--- config.mk ---
export PLATFORM = sky130hd
export DESIGN_NAME = eci_top
export DESIGN_NICKNAME = d
export VERILOG_FILES = /design/src/rtl/eci_pkg.sv /design/src/rtl/eci_top.sv
export SDC_FILE = /design/constraint.sdc
export NUM_CORES = 1
export LEC_CHECK = 0
export ABC_AREA = 1
export BUFFER_PORTS_ARGS = -buffer_cell sky130_fd_sc_hd__buf_2
export CAP_MARGIN = 10
export CORE_MARGIN = 8
export CORE_UTILIZATION = 27
export DETAILED_ROUTE_END_ITERATION = 10
export HOLD_SLACK_MARGIN = 0.03
export PLACE_DENSITY_LB_ADDON = 0.1
export SLEW_MARGIN = 15
export SYNTH_ARGS = -nofsm -noshare
export SYNTH_HDL_FRONTEND = slang
export SYNTH_SLANG_ARGS = --single-unit
--- constraint.sdc ---
create_clock -name sys_clk_i -period 1.8 [get_ports sys_clk_i]
set_clock_uncertainty 0.05 [all_clocks]
set_input_delay 0 -clock sys_clk_i [delete_from_list [all_inputs] [get_ports sys_clk_i]]
set_output_delay 0 -clock sys_clk_i [all_outputs]
set_load 0.01 [all_outputs]
--- src/rtl/eci_pkg.sv ---
package eci_pkg;
	// apb byte addresses
	localparam logic [7:0] ADDR_RESET_CAUSE_AND_PRIORITY_CONTROL  = 8'h00;
	localparam logic [7:0] ADDR_ICON1 = 8'h04;
	localparam logic [7:0] ADDR_ICON2 = 8'h08;
	localparam logic [7:0] ADDR_ICON3 = 8'h0C;
	localparam logic [7:0] ADDR_CHANGE_PIN_ENABLE_MASK  = 8'h10;
	localparam logic [7:0] ADDR_STAT  = 8'h14;
	localparam logic [7:0] ADDR_FRET  = 8'h18;
	// reset values, then the write mask of reset cause and priority control
	localparam logic [7:0] RESET_CAUSE_AND_PRIORITY_CONTROL_RST  = 8'h5C;
	localparam logic [7:0] ICON1_RST = 8'h00;
	localparam logic [7:0] ICON2_RST = 8'hF5;
	localparam logic [7:0] ICON3_RST = 8'hC0;
	localparam logic [7:0] CHANGE_PIN_ENABLE_MASK_RST  = 8'h00;
	localparam logic [7:0] RESET_CAUSE_AND_PRIORITY_CONTROL_WMASK = 8'hD3;
	// int_ctrl_one fields
	localparam int B_GIE   = 7;
	localparam int B_PERIPHERAL_INT_ENABLE  = 6;
	localparam int B_T0IE  = 5;
	localparam int B_I0E   = 4;
	localparam int B_PORTB_CHANGE_INT_ENABLE  = 3;
	localparam int B_T0IF  = 2;
	localparam int B_I0F   = 1;
	localparam int B_PORTB_CHANGE_FLAG  = 0;
	// int_ctrl_two fields
	localparam int B_EDG0  = 6;
	localparam int B_T0IP  = 2;
	localparam int B_PORTB_CHANGE_PRIORITY  = 0;
	// int_ctrl_three fields, then reset cause and priority control fields
	localparam int B_I2IP  = 7;
	localparam int B_I1IP  = 6;
	localparam int B_I2E   = 4;
	localparam int B_I1E   = 3;
	localparam int B_I2F   = 1;
	localparam int B_I1F   = 0;
	localparam int B_PRIORITY_LEVELS_ENABLE  = 7;
	localparam int B_RSV5  = 5;
	typedef enum logic [2:0] {
		ST_RUN   = 3'b001,
		ST_SLEEP = 3'b010,
		ST_ENTRY = 3'b100
	} eci_state_t;
endpackage

--- src/rtl/eci_top.sv ---
// The register addresses and register access over APB were chosen for this implementation.
`timescale 1ns/1ps
`default_nettype none
module eci_top #(
	parameter int PC_W = 21
) (
	// clock and reset
	input  wire logic            sys_clk_i,
	input  wire logic            reset_n_i,
	// apb slave
	input  wire logic            psel_i,
	input  wire logic            penable_i,
	input  wire logic            pwrite_i,
	input  wire logic [7:0]      paddr_i,
	input  wire logic [31:0]     pwdata_i,
	output logic      [31:0]     prdata_o,
	output logic                 pready_o,
	output logic                 pslverr_o,
	// event sources
	input  wire logic [2:0]      ext_pin_i,
	input  wire logic [3:0]      portb_hi_i,
	input  wire logic            timer_tick_i,
	input  wire logic            timer_16bit_i,
	input  wire logic [15:0]     timer_count_i,
	input  wire logic            periph_req_hi_i,
	input  wire logic            periph_req_lo_i,
	// reset cause inputs from reset block
	input  wire logic            wdt_timeout_i,
	input  wire logic            powerdown_i,
	// core side
	input  wire logic            sleep_req_i,
	input  wire logic            core_ack_i,
	input  wire logic [PC_W-1:0] return_pc_i,
	input  wire logic [7:0]      working_register_i,
	input  wire logic [7:0]      status_i,
	input  wire logic [7:0]      bank_select_register_i,
	output logic                 wake_o,
	output logic                 vector_hi_o,
	output logic                 vector_lo_o,
	output logic                 sleeping_o,
	output logic                 stack_push_o,
	output logic [PC_W-1:0]      stack_pc_o,
	output logic [7:0]           fast_working_o,
	output logic [7:0]           fast_status_o,
	output logic [7:0]           fast_bank_o
);
	logic [7:0]   reset_cause_and_priority_control;
	logic [7:0]   icon1;
	logic [7:0]   icon2;
	logic [7:0]   icon3;
	logic [7:0]   change_pin_enable_mask;
	logic [2:0]   ext_q;
	logic [3:0]   pb_q;
	logic [15:0]  tmr_q;
	logic         tick_q;
	eci_pkg::eci_state_t state;
	eci_pkg::eci_state_t next_state;

	wire wr_en = psel_i & penable_i & pwrite_i;
	wire [7:0] wd = pwdata_i[7:0];
	wire sel_reset_cause_and_priority_control  = paddr_i == eci_pkg::ADDR_RESET_CAUSE_AND_PRIORITY_CONTROL;
	wire sel_icon1 = paddr_i == eci_pkg::ADDR_ICON1;
	wire sel_icon2 = paddr_i == eci_pkg::ADDR_ICON2;
	wire sel_icon3 = paddr_i == eci_pkg::ADDR_ICON3;
	wire sel_change_pin_enable_mask  = paddr_i == eci_pkg::ADDR_CHANGE_PIN_ENABLE_MASK;
	wire sel_stat  = paddr_i == eci_pkg::ADDR_STAT;
	wire sel_fret  = paddr_i == eci_pkg::ADDR_FRET;
	wire mapped = sel_reset_cause_and_priority_control | sel_icon1 | sel_icon2 | sel_icon3 | sel_change_pin_enable_mask | sel_stat | sel_fret;

	// edge detect: per-pin polarity from edge select bits
	wire [2:0] edge_sel = {icon2[eci_pkg::B_EDG0-2], icon2[eci_pkg::B_EDG0-1], icon2[eci_pkg::B_EDG0]};
	wire [2:0] rise = ext_pin_i & ~ext_q;
	wire [2:0] fall = ~ext_pin_i & ext_q;
	wire [2:0] ext_hit = (edge_sel & rise) | (~edge_sel & fall);
	wire [3:0] pb_chg = portb_hi_i ^ pb_q;

	// overflow seen as wrap of the counter while ticking
	wire ovf8  = tick_q & (tmr_q[7:0] == 8'hFF) & (timer_count_i[7:0] == 8'h00);
	wire ovf16 = tick_q & (tmr_q == 16'hFFFF) & (timer_count_i == 16'h0000);
	wire tmr_ovf = timer_16bit_i ? ovf16 : ovf8;

	// flag AND enable; request persists until the flag is cleared
	wire r_i0 = icon1[eci_pkg::B_I0F] & icon1[eci_pkg::B_I0E];
	wire r_i1 = icon3[eci_pkg::B_I1F] & icon3[eci_pkg::B_I1E];
	wire r_i2 = icon3[eci_pkg::B_I2F] & icon3[eci_pkg::B_I2E];
	wire r_t0 = icon1[eci_pkg::B_T0IF] & icon1[eci_pkg::B_T0IE];
	wire r_rb = icon1[eci_pkg::B_PORTB_CHANGE_FLAG] & icon1[eci_pkg::B_PORTB_CHANGE_INT_ENABLE];
	wire priority_levels_enable = reset_cause_and_priority_control[eci_pkg::B_PRIORITY_LEVELS_ENABLE];
	wire global_int_enable  = icon1[eci_pkg::B_GIE];
	wire peripheral_int_enable = icon1[eci_pkg::B_PERIPHERAL_INT_ENABLE];

	wire p_i1 = icon3[eci_pkg::B_I1IP];
	wire p_i2 = icon3[eci_pkg::B_I2IP];
	wire p_t0 = icon2[eci_pkg::B_T0IP];
	wire p_rb = icon2[eci_pkg::B_PORTB_CHANGE_PRIORITY];
	// int0 has no priority bit, always high
	wire any_hi = r_i0 | (r_i1 & p_i1) | (r_i2 & p_i2) | (r_t0 & p_t0) | (r_rb & p_rb) | periph_req_hi_i;
	wire any_lo = (r_i1 & ~p_i1) | (r_i2 & ~p_i2) | (r_t0 & ~p_t0) | (r_rb & ~p_rb) | periph_req_lo_i;
	wire core_any = r_i0 | r_i1 | r_i2 | r_t0 | r_rb;
	// compatibility mode: one level, peripherals gated by peripheral enable
	wire legacy_req = core_any | (peripheral_int_enable & (periph_req_hi_i | periph_req_lo_i));
	// low level uses the peripheral enable bit as its global enable in priority mode
	wire vec_hi = priority_levels_enable ? (global_int_enable & any_hi) : (global_int_enable & legacy_req);
	wire vec_lo = priority_levels_enable & peripheral_int_enable & any_lo & ~any_hi;
	wire wake_src = priority_levels_enable ? (any_hi | any_lo) : legacy_req;

	// sticky flags: a hardware set wins over a software clear
	wire [7:0] icon1_sw = (wr_en & sel_icon1) ? wd : icon1;
	wire [7:0] icon1_set = {5'h00, tmr_ovf, ext_hit[0], |(pb_chg & change_pin_enable_mask[7:4])};
	wire [7:0] icon3_sw = (wr_en & sel_icon3) ? wd : icon3;
	wire [7:0] icon3_set = {6'h00, ext_hit[2], ext_hit[1]};
	wire [7:0] next_reset_cause_and_priority_control = (wr_en & sel_reset_cause_and_priority_control) ?
		((wd & eci_pkg::RESET_CAUSE_AND_PRIORITY_CONTROL_WMASK) | (reset_cause_and_priority_control & ~eci_pkg::RESET_CAUSE_AND_PRIORITY_CONTROL_WMASK)) : reset_cause_and_priority_control;

	always_comb begin
		next_state = state;
		unique case (state)
			eci_pkg::ST_RUN: begin
				if (vec_hi | vec_lo) next_state = eci_pkg::ST_ENTRY;
				else if (sleep_req_i) next_state = eci_pkg::ST_SLEEP;
			end
			eci_pkg::ST_SLEEP: begin
				if (wake_src) next_state = (vec_hi | vec_lo) ? eci_pkg::ST_ENTRY : eci_pkg::ST_RUN;
			end
			eci_pkg::ST_ENTRY: begin
				if (core_ack_i) next_state = eci_pkg::ST_RUN;
			end
			default: next_state = eci_pkg::ST_RUN;
		endcase
	end

	wire entering = (state != eci_pkg::ST_ENTRY) && (next_state == eci_pkg::ST_ENTRY);

	always_ff @(posedge sys_clk_i or negedge reset_n_i) begin
		if (!reset_n_i) begin
			reset_cause_and_priority_control  <= eci_pkg::RESET_CAUSE_AND_PRIORITY_CONTROL_RST;
			icon1 <= eci_pkg::ICON1_RST;
			icon2 <= eci_pkg::ICON2_RST;
			icon3 <= eci_pkg::ICON3_RST;
			change_pin_enable_mask  <= eci_pkg::CHANGE_PIN_ENABLE_MASK_RST;
			ext_q <= 3'h0;
			pb_q  <= 4'h0;
			tmr_q <= 16'h0000;
			tick_q <= 1'b0;
			state <= eci_pkg::ST_RUN;
		end else begin
			// watchdog and power-down flags follow the reset block only
			reset_cause_and_priority_control  <= {next_reset_cause_and_priority_control[7:4], wdt_timeout_i, powerdown_i, next_reset_cause_and_priority_control[1:0]};
			icon1 <= icon1_sw | icon1_set;
			icon2 <= (wr_en & sel_icon2) ? wd : icon2;
			icon3 <= icon3_sw | icon3_set;
			change_pin_enable_mask  <= (wr_en & sel_change_pin_enable_mask) ? wd : change_pin_enable_mask;
			ext_q <= ext_pin_i;
			pb_q  <= portb_hi_i;
			tmr_q <= timer_count_i;
			tick_q <= timer_tick_i;
			state <= next_state;
		end
	end

	// context capture on entry
	always_ff @(posedge sys_clk_i or negedge reset_n_i) begin
		if (!reset_n_i) begin
			stack_push_o   <= 1'b0;
			stack_pc_o     <= '0;
			fast_working_o <= 8'h00;
			fast_status_o  <= 8'h00;
			fast_bank_o    <= 8'h00;
			vector_hi_o    <= 1'b0;
			vector_lo_o    <= 1'b0;
			wake_o         <= 1'b0;
		end else begin
			stack_push_o <= entering;
			wake_o <= (state == eci_pkg::ST_SLEEP) & wake_src;
			if (entering) begin
				stack_pc_o     <= return_pc_i;
				fast_working_o <= working_register_i;
				fast_status_o  <= status_i;
				fast_bank_o    <= bank_select_register_i;
				vector_hi_o    <= vec_hi;
				vector_lo_o    <= ~vec_hi;
			end else if (core_ack_i) begin
				vector_hi_o <= 1'b0;
				vector_lo_o <= 1'b0;
			end
		end
	end

	assign sleeping_o = state == eci_pkg::ST_SLEEP;
	assign pready_o   = 1'b1;
	assign pslverr_o  = psel_i & penable_i & ~mapped;

	// reserved bit 5 forced low on read
	wire [7:0] rd_byte =
		sel_reset_cause_and_priority_control  ? (reset_cause_and_priority_control & ~(8'h01 << eci_pkg::B_RSV5)) :
		sel_icon1 ? icon1 :
		sel_icon2 ? icon2 :
		sel_icon3 ? icon3 :
		sel_change_pin_enable_mask  ? change_pin_enable_mask :
		sel_stat  ? {3'h0, state, vec_hi, vec_lo} :
		sel_fret  ? fast_bank_o : 8'h00;
	assign prdata_o = {24'h000000, rd_byte};
endmodule
`default_nettype wire

==> qor.txt, run 1 <==
status = finished with violations
failing checks = negative setup slack
top cells by area, synth = dfrtp_1 49%, nand2_1 19%, dfstp_2 6.6%, buf_4 4.2%, o21ai_0 4.0%
Flop pwr share = 0.401
CP max FO = 3
CORE AREA = 18800 sq um
period utilization = 1.02
Via density = 4.31
Critical Path Sink Type = primary output
Final Core Density = 0.433
Worst EP arrival = 1.79 ns
Post-DP Area = 6440 sq um
measured slew at the worst slew-check pin = 0.541 ns
Sw Share = 0.259
chip width = 155 um
Post-Route WL = 18400 um
site row count = 50
type of the most critical hold path = primary input to async pin
kind of critical path = flop to primary output
drt pass-1 iters = 5
H-tree levels = 4
cts bufs inserted = 17
largest net degree at the start of global routing = 47
initial antenna violation count = 0
total I/O pin count = 205
number of global-route vias before repair = 5398
DP HPWL = 13200 um
Synth top area share = 0.491
ANT cells = 0
vias = 5132
Clock Latency Late Sink = 0.41 ns
WL per Instance = 15.4 um
clock power share = 0.449
relative slew slack = 0.639
fillers = 1881
GRT Util Overall = 0.151
area leader, netlist = dfrtp_1
Max VDD drop = 0.613 mV
fmax = 542 MHz
fin. max-slew vios = 0
TritonCTS sink count = 115
synth warn = 0
power share of the combinational group = 0.150
Final setup viols = 25
DR DRC count = 0
multi-input logic area = 2010 sq um
share of post-route cells with drive strength above 1 = 0.314
Int Pwr = 5600 uW
Overflow after GRT = 0
Post-Syn Area = 5200 sq um
Avg Inst Size Synth = 8.30 sq um
area grow syn2layout = 56.9%
IO Port Bufs = 155
max_cap viols = 0
crit path time final = 1.84 ns
first-pass GRT wire length = 28300 um
Starting Density = 0.276
Psw = 1960 uW
PwrDens = 926 nW/um^2
Final TNS setup = -0.534 ns
final worst setup slack = -0.0448 ns
Bufs on Longest Clock Path = 2
die area = 24000 sq um
Yosys cell types = 33
WP data required = 1.75 ns
Hold Fails Final Rpt = 0
Die Ht = 155 um
post-synthesis sequential area ratio = 0.557
Pleak = 0.00430 uW
clock root buffer = clkbuf_16
flops & latches, synth = 115
Finished Cell Area = 8160 sq um
Antenna Nets Post-Route = 0
Initial DRC Count = 293
nets@finish = 1040
CTS tree = yes
Startpoint Class = flop
Hold WS = 0.0706 ns
Worst-path clk slew = 0.06 ns
Sequential Area = 2900 sq um
gpl congestion = 0.926
RSZ-0062 raised after global routing = true
Gate Count Post-Synth = 626
==> metrics by stage <==
step,worst slack [ns],std cells,power [uW]
CTS,-0.0330,1185,7630
finish,-0.0448,1192,7550
detailed placement,-0.142,1064,4030
floorplan,0.123,649,3510
global placement,-0.0569,1064,4020
global route,-0.148,1192,7930
==> state kept, by name (all words and copies together), names as in the netlist <==
name / cells
tmr_q: 16
fast_bank_o: 8
stack_pc_o: 21
reset_cause_and_priority_control: 7
pb_q: 4
stack_push_o: 1
icon2: 8
fast_working_o: 8
ext_q: 3
tick_q: 1
change_pin_enable_mask: 8
state: 3
fast_status_o: 8
vector_hi_o: 1
icon1: 8
icon3: 8
wake_o: 1
vector_lo_o: 1
==> synthesized netlist by cell type (all sizes together) <==
| library cell | n |
|---|---|
| nand2 | 259 |
| dfrtp | 102 |
| inv | 48 |
| o21ai | 45 |
| nor2 | 40 |
| buf | 36 |
| nand3 | 36 |
| dfstp | 13 |
| nand4 | 11 |
| a21oi | 5 |
| nor3 | 4 |
| or2 | 4 |
| clkbuf | 3 |
| nor4 | 3 |
| o2111ai | 3 |
| o211ai | 3 |
| a211oi | 2 |
| conb | 2 |
| xor2 | 2 |
| a31oi | 1 |
| nand3b | 1 |
| nor4b | 1 |
| o21bai | 1 |
| o221ai | 1 |
==> layout by cell type, fill, tap and decap left out, types with 10 or more instances in the layout <==
| master | Yosys | routed |
|---|---|---|
| inv_1 | 44 | 40 |
| dfrtp_1 | 102 | 98 |
| dlygate4sd3_1 | 0 | 83 |
| o21ai_0 | 42 | 41 |
| clkbuf_16 | 0 | 18 |
| nor2_2 | 6 | 10 |
| nor2_1 | 34 | 30 |
| conb_1 | 2 | 25 |
| buf_4 | 29 | 41 |
| buf_2 | 4 | 153 |
| nand3_1 | 36 | 28 |
| dfstp_2 | 13 | 13 |
| nand4_1 | 11 | 11 |
| nand2_1 | 258 | 252 |
==> critical path: stages (launching register included) <==
cell,delay (ns)
dfstp_2,0.56
nand3_2,0.10
nand2_2,0.10
nor2_2,0.04
nand2_2,0.07
nand4_1,0.12
nand4_1,0.14
nand2_1,0.08
nand2_1,0.06
buf_2,0.12
==> path summary, 6_finish.rpt <==
| path | slack (ns) | cells past startpoint | end | from |
|---|---|---|---|---|
| worst max-delay path | -0.04 | 9 | prdata_o[1] | icon2[0] |
| worst min-delay path | 0.07 | 2 | ext_q[0] | reset_n_i |
| worst max register to register | -0.04 | 13 | vector_hi_o | icon1[2] |
| worst min register to register | 0.42 | 2 | fast_status_o[3] | fast_status_o[3] |
| max in group asynchronous | 0.96 | 3 | reset_cause_and_priority_control[3] | reset_n_i |
| min in group sys_clk_i | 0.13 | 6 | icon3[7] | pwrite_i |
==> layout make-up <==
cell class	instances	share of cell area
sequential	115	0.355
timing repair buffer	288	0.259
multi-input combinational	447	0.247
clock buffer	23	0.0561
tap	260	0.0399
inverter	48	0.0236
clock inverter	9	0.0164
timing repair inverter	2	0.00307
==> power by group through the flow <==
stage | clock [uW] | sequential, uW | combinational (uW)
3_5_place_dp | 0 | 3060 | 970
4_1_cts | 3470 | 3030 | 1140
3_3_place_gp | 0 | 3060 | 960
6_report | 3390 | 3030 | 1130
2_1_floorplan | 0 | 3130 | 385
5_1_grt | 3600 | 3070 | 1260
==> per-layer routing <==
layer  global-route usage  wire, um
met2                0.249      8810
met3               0.0482      1040
met5                    0         0
met1                0.181      8050
met4               0.0588       492
==> what timing repair did <==
action,CTS,global route
pin swaps,12,8
gates cloned,1,3
endpoints found under the setup margin,49,51
endpoints found under the hold margin,226,0
hold buffers,83,0
gates resized for setup,19,24
setup buffers,5,5
==> cells by family after synthesis <==
kind of cell,share of synthesized area
AOI/OAI and AO/OA,0.0655
xor gates and xnor gates,0.00337
buffers and inverters,0.0895
DFF,0.557
other,0.00144
and+or+nand+nor,0.284
(Power assumes the default switching activity.)
==> run 2, diff against run 1 <==
Settings changed: CTS_BUF_LIST from default to sky130_fd_sc_hd__clkbuf_2 sky130_fd_sc_hd__clkbuf_4 sky130_fd_sc_hd__clkbuf_8.
==> run 2 against run 1 <==
Net effect: the run still ends with negative setup slack left; die area unchanged; global-route usage about the same; critical path depth unchanged; cell count decreased by 0.42%; sequential cell count unchanged; clock power decreased by 25%; sequential share of layout area increased by 0.97 points; count of clock-buffer cells in the layout unchanged; critical path type unchanged; highest routed layer unchanged; first-iteration DRC count decreased by 18%; via count decreased by 1.8%; sequential power about the same.
==> qor.txt, run 2 (synthesis results as in run 1) <==
IO Port Bufs = 155 (unchanged)
clock root buffer = clkbuf_8 (was clkbuf_16)
chip width = 155 um (unchanged)
measured slew at the worst slew-check pin = 0.552 ns (was 0.541 ns)
Clock Latency Late Sink = 0.43 ns (was 0.41 ns)
Starting Density = 0.276 (unchanged)
gpl congestion = 0.926 (unchanged)
Pleak = 0.00421 uW (was 0.00430 uW)
WP data required = 1.75 ns (about the same)
crit path time final = 1.87 ns (was 1.84 ns)
Worst-path clk slew = 0.07 ns (was 0.06 ns)
Finished Cell Area = 7940 sq um (was 8160 sq um)
period utilization = 1.04 (was 1.02)
largest net degree at the start of global routing = 47 (unchanged)
PwrDens = 843 nW/um^2 (was 926 nW/um^2)
Die Ht = 155 um (unchanged)
H-tree levels = 4 (unchanged)
Worst EP arrival = 1.82 ns (was 1.79 ns)
max incr delay on CP = 0.57 ns (was 0.56 ns)
total I/O pin count = 205 (unchanged)
fmax = 534 MHz (was 542 MHz)
Startpoint Class = flop (unchanged)
biggest regs = stack_pc_o (21), tmr_q (16) (unchanged)
Post-DP Area = 6440 sq um (unchanged)
Critical Path Sink Type = primary output (unchanged)
RSZ-0062 raised after global routing = true (unchanged)
critical path, cell by cell = nand3_2 -> nand2_2 -> nor2_2 -> nand2_2 -> nand4_1 -> nand4_1 -> nand2_1 -> nand2_1 -> buf_2 (unchanged)
die area = 24000 sq um (unchanged)
area grow syn2layout = 52.8% (was 56.9%)
Overflow after GRT = 0 (unchanged)
vias = 5038 (was 5132)
first-pass GRT wire length = 28300 um (about the same)
failing checks = negative setup slack (unchanged)
max_cap viols = 0 (unchanged)
Final TNS setup = -0.374 ns (was -0.534 ns)
most frequent cells in the layout = 252 x nand2_1, 153 x buf_2, 98 x dfrtp_1, 83 x dlygate4sd3_1 (unchanged)
critical path's slowest cell = dfstp_2 (unchanged)
type of the most critical hold path = primary input to async pin (unchanged)
max reg flops = 21 (unchanged)
GRT Util Overall = 0.151 (about the same)
Hold Fails Final Rpt = 0 (unchanged)
initial antenna violation count = 0 (unchanged)
commonest non-fill, non-tap cell in the layout = nand2_1 (unchanged)
Reg with most FFs = stack_pc_o (unchanged)
DP HPWL = 13200 um (unchanged)
fin. max-slew vios = 0 (unchanged)
flop2flop setup slack = -0.02 ns (was -0.04 ns)
DR DRC count = 0 (unchanged)
share of post-route cells with drive strength above 1 = 0.315 (was 0.314)
nets@finish = 1035 (was 1040)
Via density = 4.24 (was 4.31)
CORE AREA = 18800 sq um (unchanged)
status = finished with violations (unchanged)
CTS tree = yes (unchanged)
relative slew slack = 0.632 (was 0.639)
Post-Route WL = 18100 um (was 18400 um)
site row count = 50 (unchanged)
Antenna Nets Post-Route = 0 (unchanged)
number of global-route vias before repair = 5354 (was 5398)
CP max FO = 4 (was 3)
Bufs on Longest Clock Path = 2 (unchanged)
drt pass-1 iters = 8 (was 5)
WL per Instance = 15.2 um (was 15.4 um)
kind of critical path = flop to primary output (unchanged)
final worst setup slack = -0.0742 ns (was -0.0448 ns)
ANT cells = 0 (unchanged)
Max VDD drop = 0.628 mV (was 0.613 mV)
TritonCTS sink count = 115 (unchanged)
cts bufs inserted = 17 (unchanged)
delay-heaviest family, CP = simple AND/OR/NAND/NOR gates (unchanged)
Initial DRC Count = 241 (was 293)
Final setup viols = 27 (was 25)
Bufs and invs on worst path = 1 (unchanged)
## run 2: cell types whose count changed in the layout (fill, tap and decap cells not counted), sizes merged
| cell | previous run | this run |
|---|---|---|
| buf | 204 | 200 |
| bufbuf | 0 | 1 |
| clkinv | 6 | 5 |
| inv | 49 | 48 |
## run 2: layer usage
layer,vias to the layer above,share of wire,GRT usage
li1,2517,-,-
met1,2331,0.42,0.182
met2,160,0.49,0.250
met3,30,0.068,0.0460
met4,0,0.024,0.0555
met5,-,0,0
## run 2: metrics by stage
step,power (uW),instances,hold WS [ns],util,setup WS [ns]
after floorplan,3510,649,-0.346,-,0.123
after global placement,4020,1064,-0.0120,0.342,-0.0569
after detailed placement,4030,1064,-0.0162,0.342,-0.142
after CTS,6780,1185,0.0471,0.416,-0.0679
after global routing,7050,1187,0.0650,0.422,-0.143
final,6700,1187,0.0466,0.422,-0.0742
## run 2: what timing repair did
item	CTS	global route
pin swaps	10	11
hold buffers	83	0
setup endpoints to repair	49	52
endpoints found under the hold margin	226	0
setup buffers	4	1
gates cloned	2	1
gates resized for setup	17	22
## run 2: final cells by class
cell class	count	area [sq um]
tap	260	325
inverter	48	196
timing repair buffer	285	2090
clock inverter	9	134
sequential	115	2900
clock buffer	23	285
multi-input combinational	447	2010
fill	1899	10900
## run 2: power breakdown
part	leakage, uW	switching, uW	internal [uW]
sequential	0.00145	168	2860
combinational	0.00254	611	519
clock	0.000215	1060	1480
total	0.00421	1840	4860
## run 2: worst paths after layout
kind,from,endpoint,cells after the start
hold / removal,reset_n_i,ext_q[0],2
max in group asynchronous,reset_n_i,reset_cause_and_priority_control[3],3
setup / recovery,icon2[2],prdata_o[1],9
hold reg to reg,fast_status_o[3],fast_status_o[3],2
min in group sys_clk_i,pwrite_i,icon3[7],6
setup reg to reg,icon2[0],vector_hi_o,13
==> run 3, diff against run 2 <==
--- a/config.mk
+++ b/config.mk
@@ -7,5 +7,4 @@
 export LEC_CHECK = 0
 export ABC_AREA = 1
-export BUFFER_PORTS_ARGS = -buffer_cell sky130_fd_sc_hd__buf_2
 export CAP_MARGIN = 10
 export CORE_MARGIN = 8
@@ -13,4 +12,5 @@
 export CTS_BUF_LIST = sky130_fd_sc_hd__clkbuf_2 sky130_fd_sc_hd__clkbuf_4 sky130_fd_sc_hd__clkbuf_8
 export DETAILED_ROUTE_END_ITERATION = 10
+export DONT_BUFFER_PORTS = 1
 export HOLD_SLACK_MARGIN = 0.03
 export PLACE_DENSITY_LB_ADDON = 0.1
==> constraint.sdc (replaced) <==
create_clock -name sys_clk_i -period 1.8 [get_ports sys_clk_i]
set_clock_uncertainty 0.05 [all_clocks]
set_input_delay 0.09 -clock sys_clk_i [delete_from_list [all_inputs] [get_ports sys_clk_i]]
set_output_delay 0.09 -clock sys_clk_i [all_outputs]
set_load 0.01 [all_outputs]
==> run 3 against run 2 <==
Net effect: the flow finishes with violations (negative hold slack, negative setup slack); worst hold slack lost 0.74 ns; combinational power decreased by 34%; wire length is 1.1% lower; utilization shrank 3.2 points; first-iteration DRC count up 21%; largest cell class unchanged; highest routed layer unchanged.
==> qor.txt, run 3 (synthesis results as in run 1) <==
crit path time final = 1.91 ns (was 1.87 ns)
area grow syn2layout = 41.2% (was 52.8%)
cts bufs inserted = 17 (unchanged)
type of the most critical hold path = primary input to async pin (unchanged)
fillers = 1898 (was 1899)
share of post-route cells with drive strength above 1 = 0.196 (was 0.315)
Overflow after GRT = 0 (unchanged)
Startpoint Class = flop (unchanged)
period utilization = 1.06 (was 1.04)
Reg with most FFs = stack_pc_o (unchanged)
Worst-path clk slew = 0.08 ns (was 0.07 ns)
gpl congestion = 0.822 (was 0.926)
RSZ-0062 raised after global routing = true (unchanged)
commonest non-fill, non-tap cell in the layout = nand2_1 (unchanged)
first-pass GRT wire length = 26300 um (was 28300 um)
ANT cells = 0 (unchanged)
Hold WS = -0.690 ns (was 0.0466 ns)
failing checks = negative hold slack, negative setup slack (was negative setup slack)
clock root buffer = clkbuf_8 (unchanged)
busiest grt layer = met2 (unchanged)
final cell count without fillers = 1046 (was 1187)
Post-Route WL = 17900 um (was 18100 um)
WP data required = 2.12 ns (was 1.75 ns)
most frequent cells in the layout = 246 x nand2_1, 98 x dfrtp_1, 86 x dlygate4sd3_1, 44 x buf_4, 42 x inv_1 (was 252 x nand2_1, 153 x buf_2, 98 x dfrtp_1, 83 x dlygate4sd3_1)
CTS Hold Bufs = 86 (was 83)
GRT Util Overall = 0.144 (was 0.151)
Hold Fails Final Rpt = 115 (was 0)
Critical Path Sink Type = flop (was primary output)
status = finished with violations (unchanged)
Max VDD drop = 0.430 mV (was 0.628 mV)
largest net degree at the start of global routing = 116 (was 47)
die area = 24000 sq um (unchanged)
dpl cells = 913 (was 1064)
Finished Cell Area = 7340 sq um (was 7940 sq um)
Via density = 4.38 (was 4.24)
Antenna Nets Post-Route = 0 (unchanged)
GR Util met1 = 0.175 (was 0.182)
met2 Use GR = 0.235 (was 0.250)
nets@finish = 894 (was 1035)
Bufs on Longest Clock Path = 2 (unchanged)
fmax = 525 MHz (was 534 MHz)
Initial DRC Count = 291 (was 241)
Final setup viols = 47 (was 27)
Setup WS pre-CTS = -0.146 ns (was -0.142 ns)
DP HPWL = 12500 um (was 13200 um)
IO Port Bufs = 0 (was 155)
Worst EP arrival = 2.22 ns (was 1.82 ns)
initial antenna violation count = 0 (unchanged)
number of global-route vias before repair = 4663 (was 5354)
WL per Instance = 17.1 um (was 15.2 um)
Starting Density = 0.276 (unchanged)
CORE AREA = 18800 sq um (unchanged)
Clock Latency Late Sink = 0.43 ns (about the same)
fin. max-slew vios = 0 (unchanged)
max reg flops = 21 (unchanged)
grt met3 use = 0.0496 (was 0.0460)
site row count = 50 (unchanged)
kind of critical path = flop to flop (was flop to primary output)
Die Ht = 155 um (unchanged)
biggest regs = stack_pc_o (21), tmr_q (16) (unchanged)
DR DRC count = 0 (unchanged)
CP max FO = 8 (was 4)
chip width = 155 um (unchanged)
total I/O pin count = 205 (unchanged)
CTS tree = yes (unchanged)
Final Core Density = 0.390 (was 0.422)
final worst setup slack = -0.105 ns (was -0.0742 ns)
vias = 4582 (was 5038)
Final TNS setup = -3.49 ns (was -0.374 ns)
TritonCTS sink count = 115 (unchanged)
drt pass-1 iters = 5 (was 8)
max_cap viols = 0 (unchanged)
PwrDens = 887 nW/um^2 (was 843 nW/um^2)
Pleak = 0.00359 uW (was 0.00421 uW)
Post-DP Area = 5650 sq um (was 6440 sq um)
H-tree levels = 4 (unchanged)
[run 3: cell count changes in the layout (fill, tap and decap cells not counted), moves of 3 or more]
cell,previous run,this run
o21ai_0,40,37
buf_2,153,0
buf_6,1,5
clkbuf_4,5,0
buf_4,41,44
nand2_1,252,246
dlygate4sd3_1,83,86
nand2_2,6,12
[run 3: final cells by class]
cell class / instances / area (sq um) / share of cell area
Tap cell: 260 / 325 / 0.0443
Inverter: 48 / 206 / 0.0281
Multi-Input combinational cell: 447 / 2050 / 0.279
Clock inverter: 12 / 154 / 0.0210
Sequential cell: 115 / 2900 / 0.395
Clock buffer: 20 / 275 / 0.0375
Timing Repair Buffer: 142 / 1410 / 0.191
Timing Repair inverter: 2 / 27.5 / 0.00375
[run 3: worst paths after layout]
kind,startpoint,endpoint,slack [ns],cells past startpoint
max in group asynchronous,reset_n_i,icon2[5],2.17,0
max reg2reg,icon1[5],stack_pc_o[8],-0.11,12
max,icon1[5],stack_pc_o[8],-0.11,12
min reg2reg,change_pin_enable_mask[3],change_pin_enable_mask[3],0.43,2
min in group sys_clk_i,portb_hi_i[0],icon1[0],0.04,5
min,reset_n_i,tmr_q[0],-0.69,0
[run 3: repair_timing]
action	4_1_cts	5_1_grt
setup buffers	4	5
endpoints found under the hold margin	228	115
resized for setup	29	34
pin swaps	5	20
endpoints found under the setup margin	52	53
cloned	1	5
[run 3: power breakdown]
part	total, uW	leakage (uW)	internal, uW	switching [uW]
clock	2590	0.000211	1480	1110
combinational	744	0.00193	379	365
sequential	3180	0.00145	2860	326
total	6520	0.00359	4720	1800
[run 3: critical path, stage by stage (launching register included)]
cell	delay (ns)
dfrtp_1	0.44
nand2_2	0.11
nand2_1	0.06
nor2_1	0.13
nand3_2	0.10
buf_4	0.17
nand3_1	0.10
o21ai_2	0.09
nand2_4	0.10
buf_12	0.20
clkbuf_16	0.17
nand2_1	0.05
nand2_1	0.07
[run 3: metal layers]
layer	part of all wire	wire, um
met5	0	0
met4	0.013	233
met3	0.069	1230
met2	0.48	8660
met1	0.43	7770
[run 3: stage by stage]
stage	power [uW]	hold WS, ns
finish	6520	-0.690
global route	6840	-0.734
CTS	6550	-0.741
detailed placement	3710	-0.250
global placement	3700	-0.251
floorplan	3510	-0.256
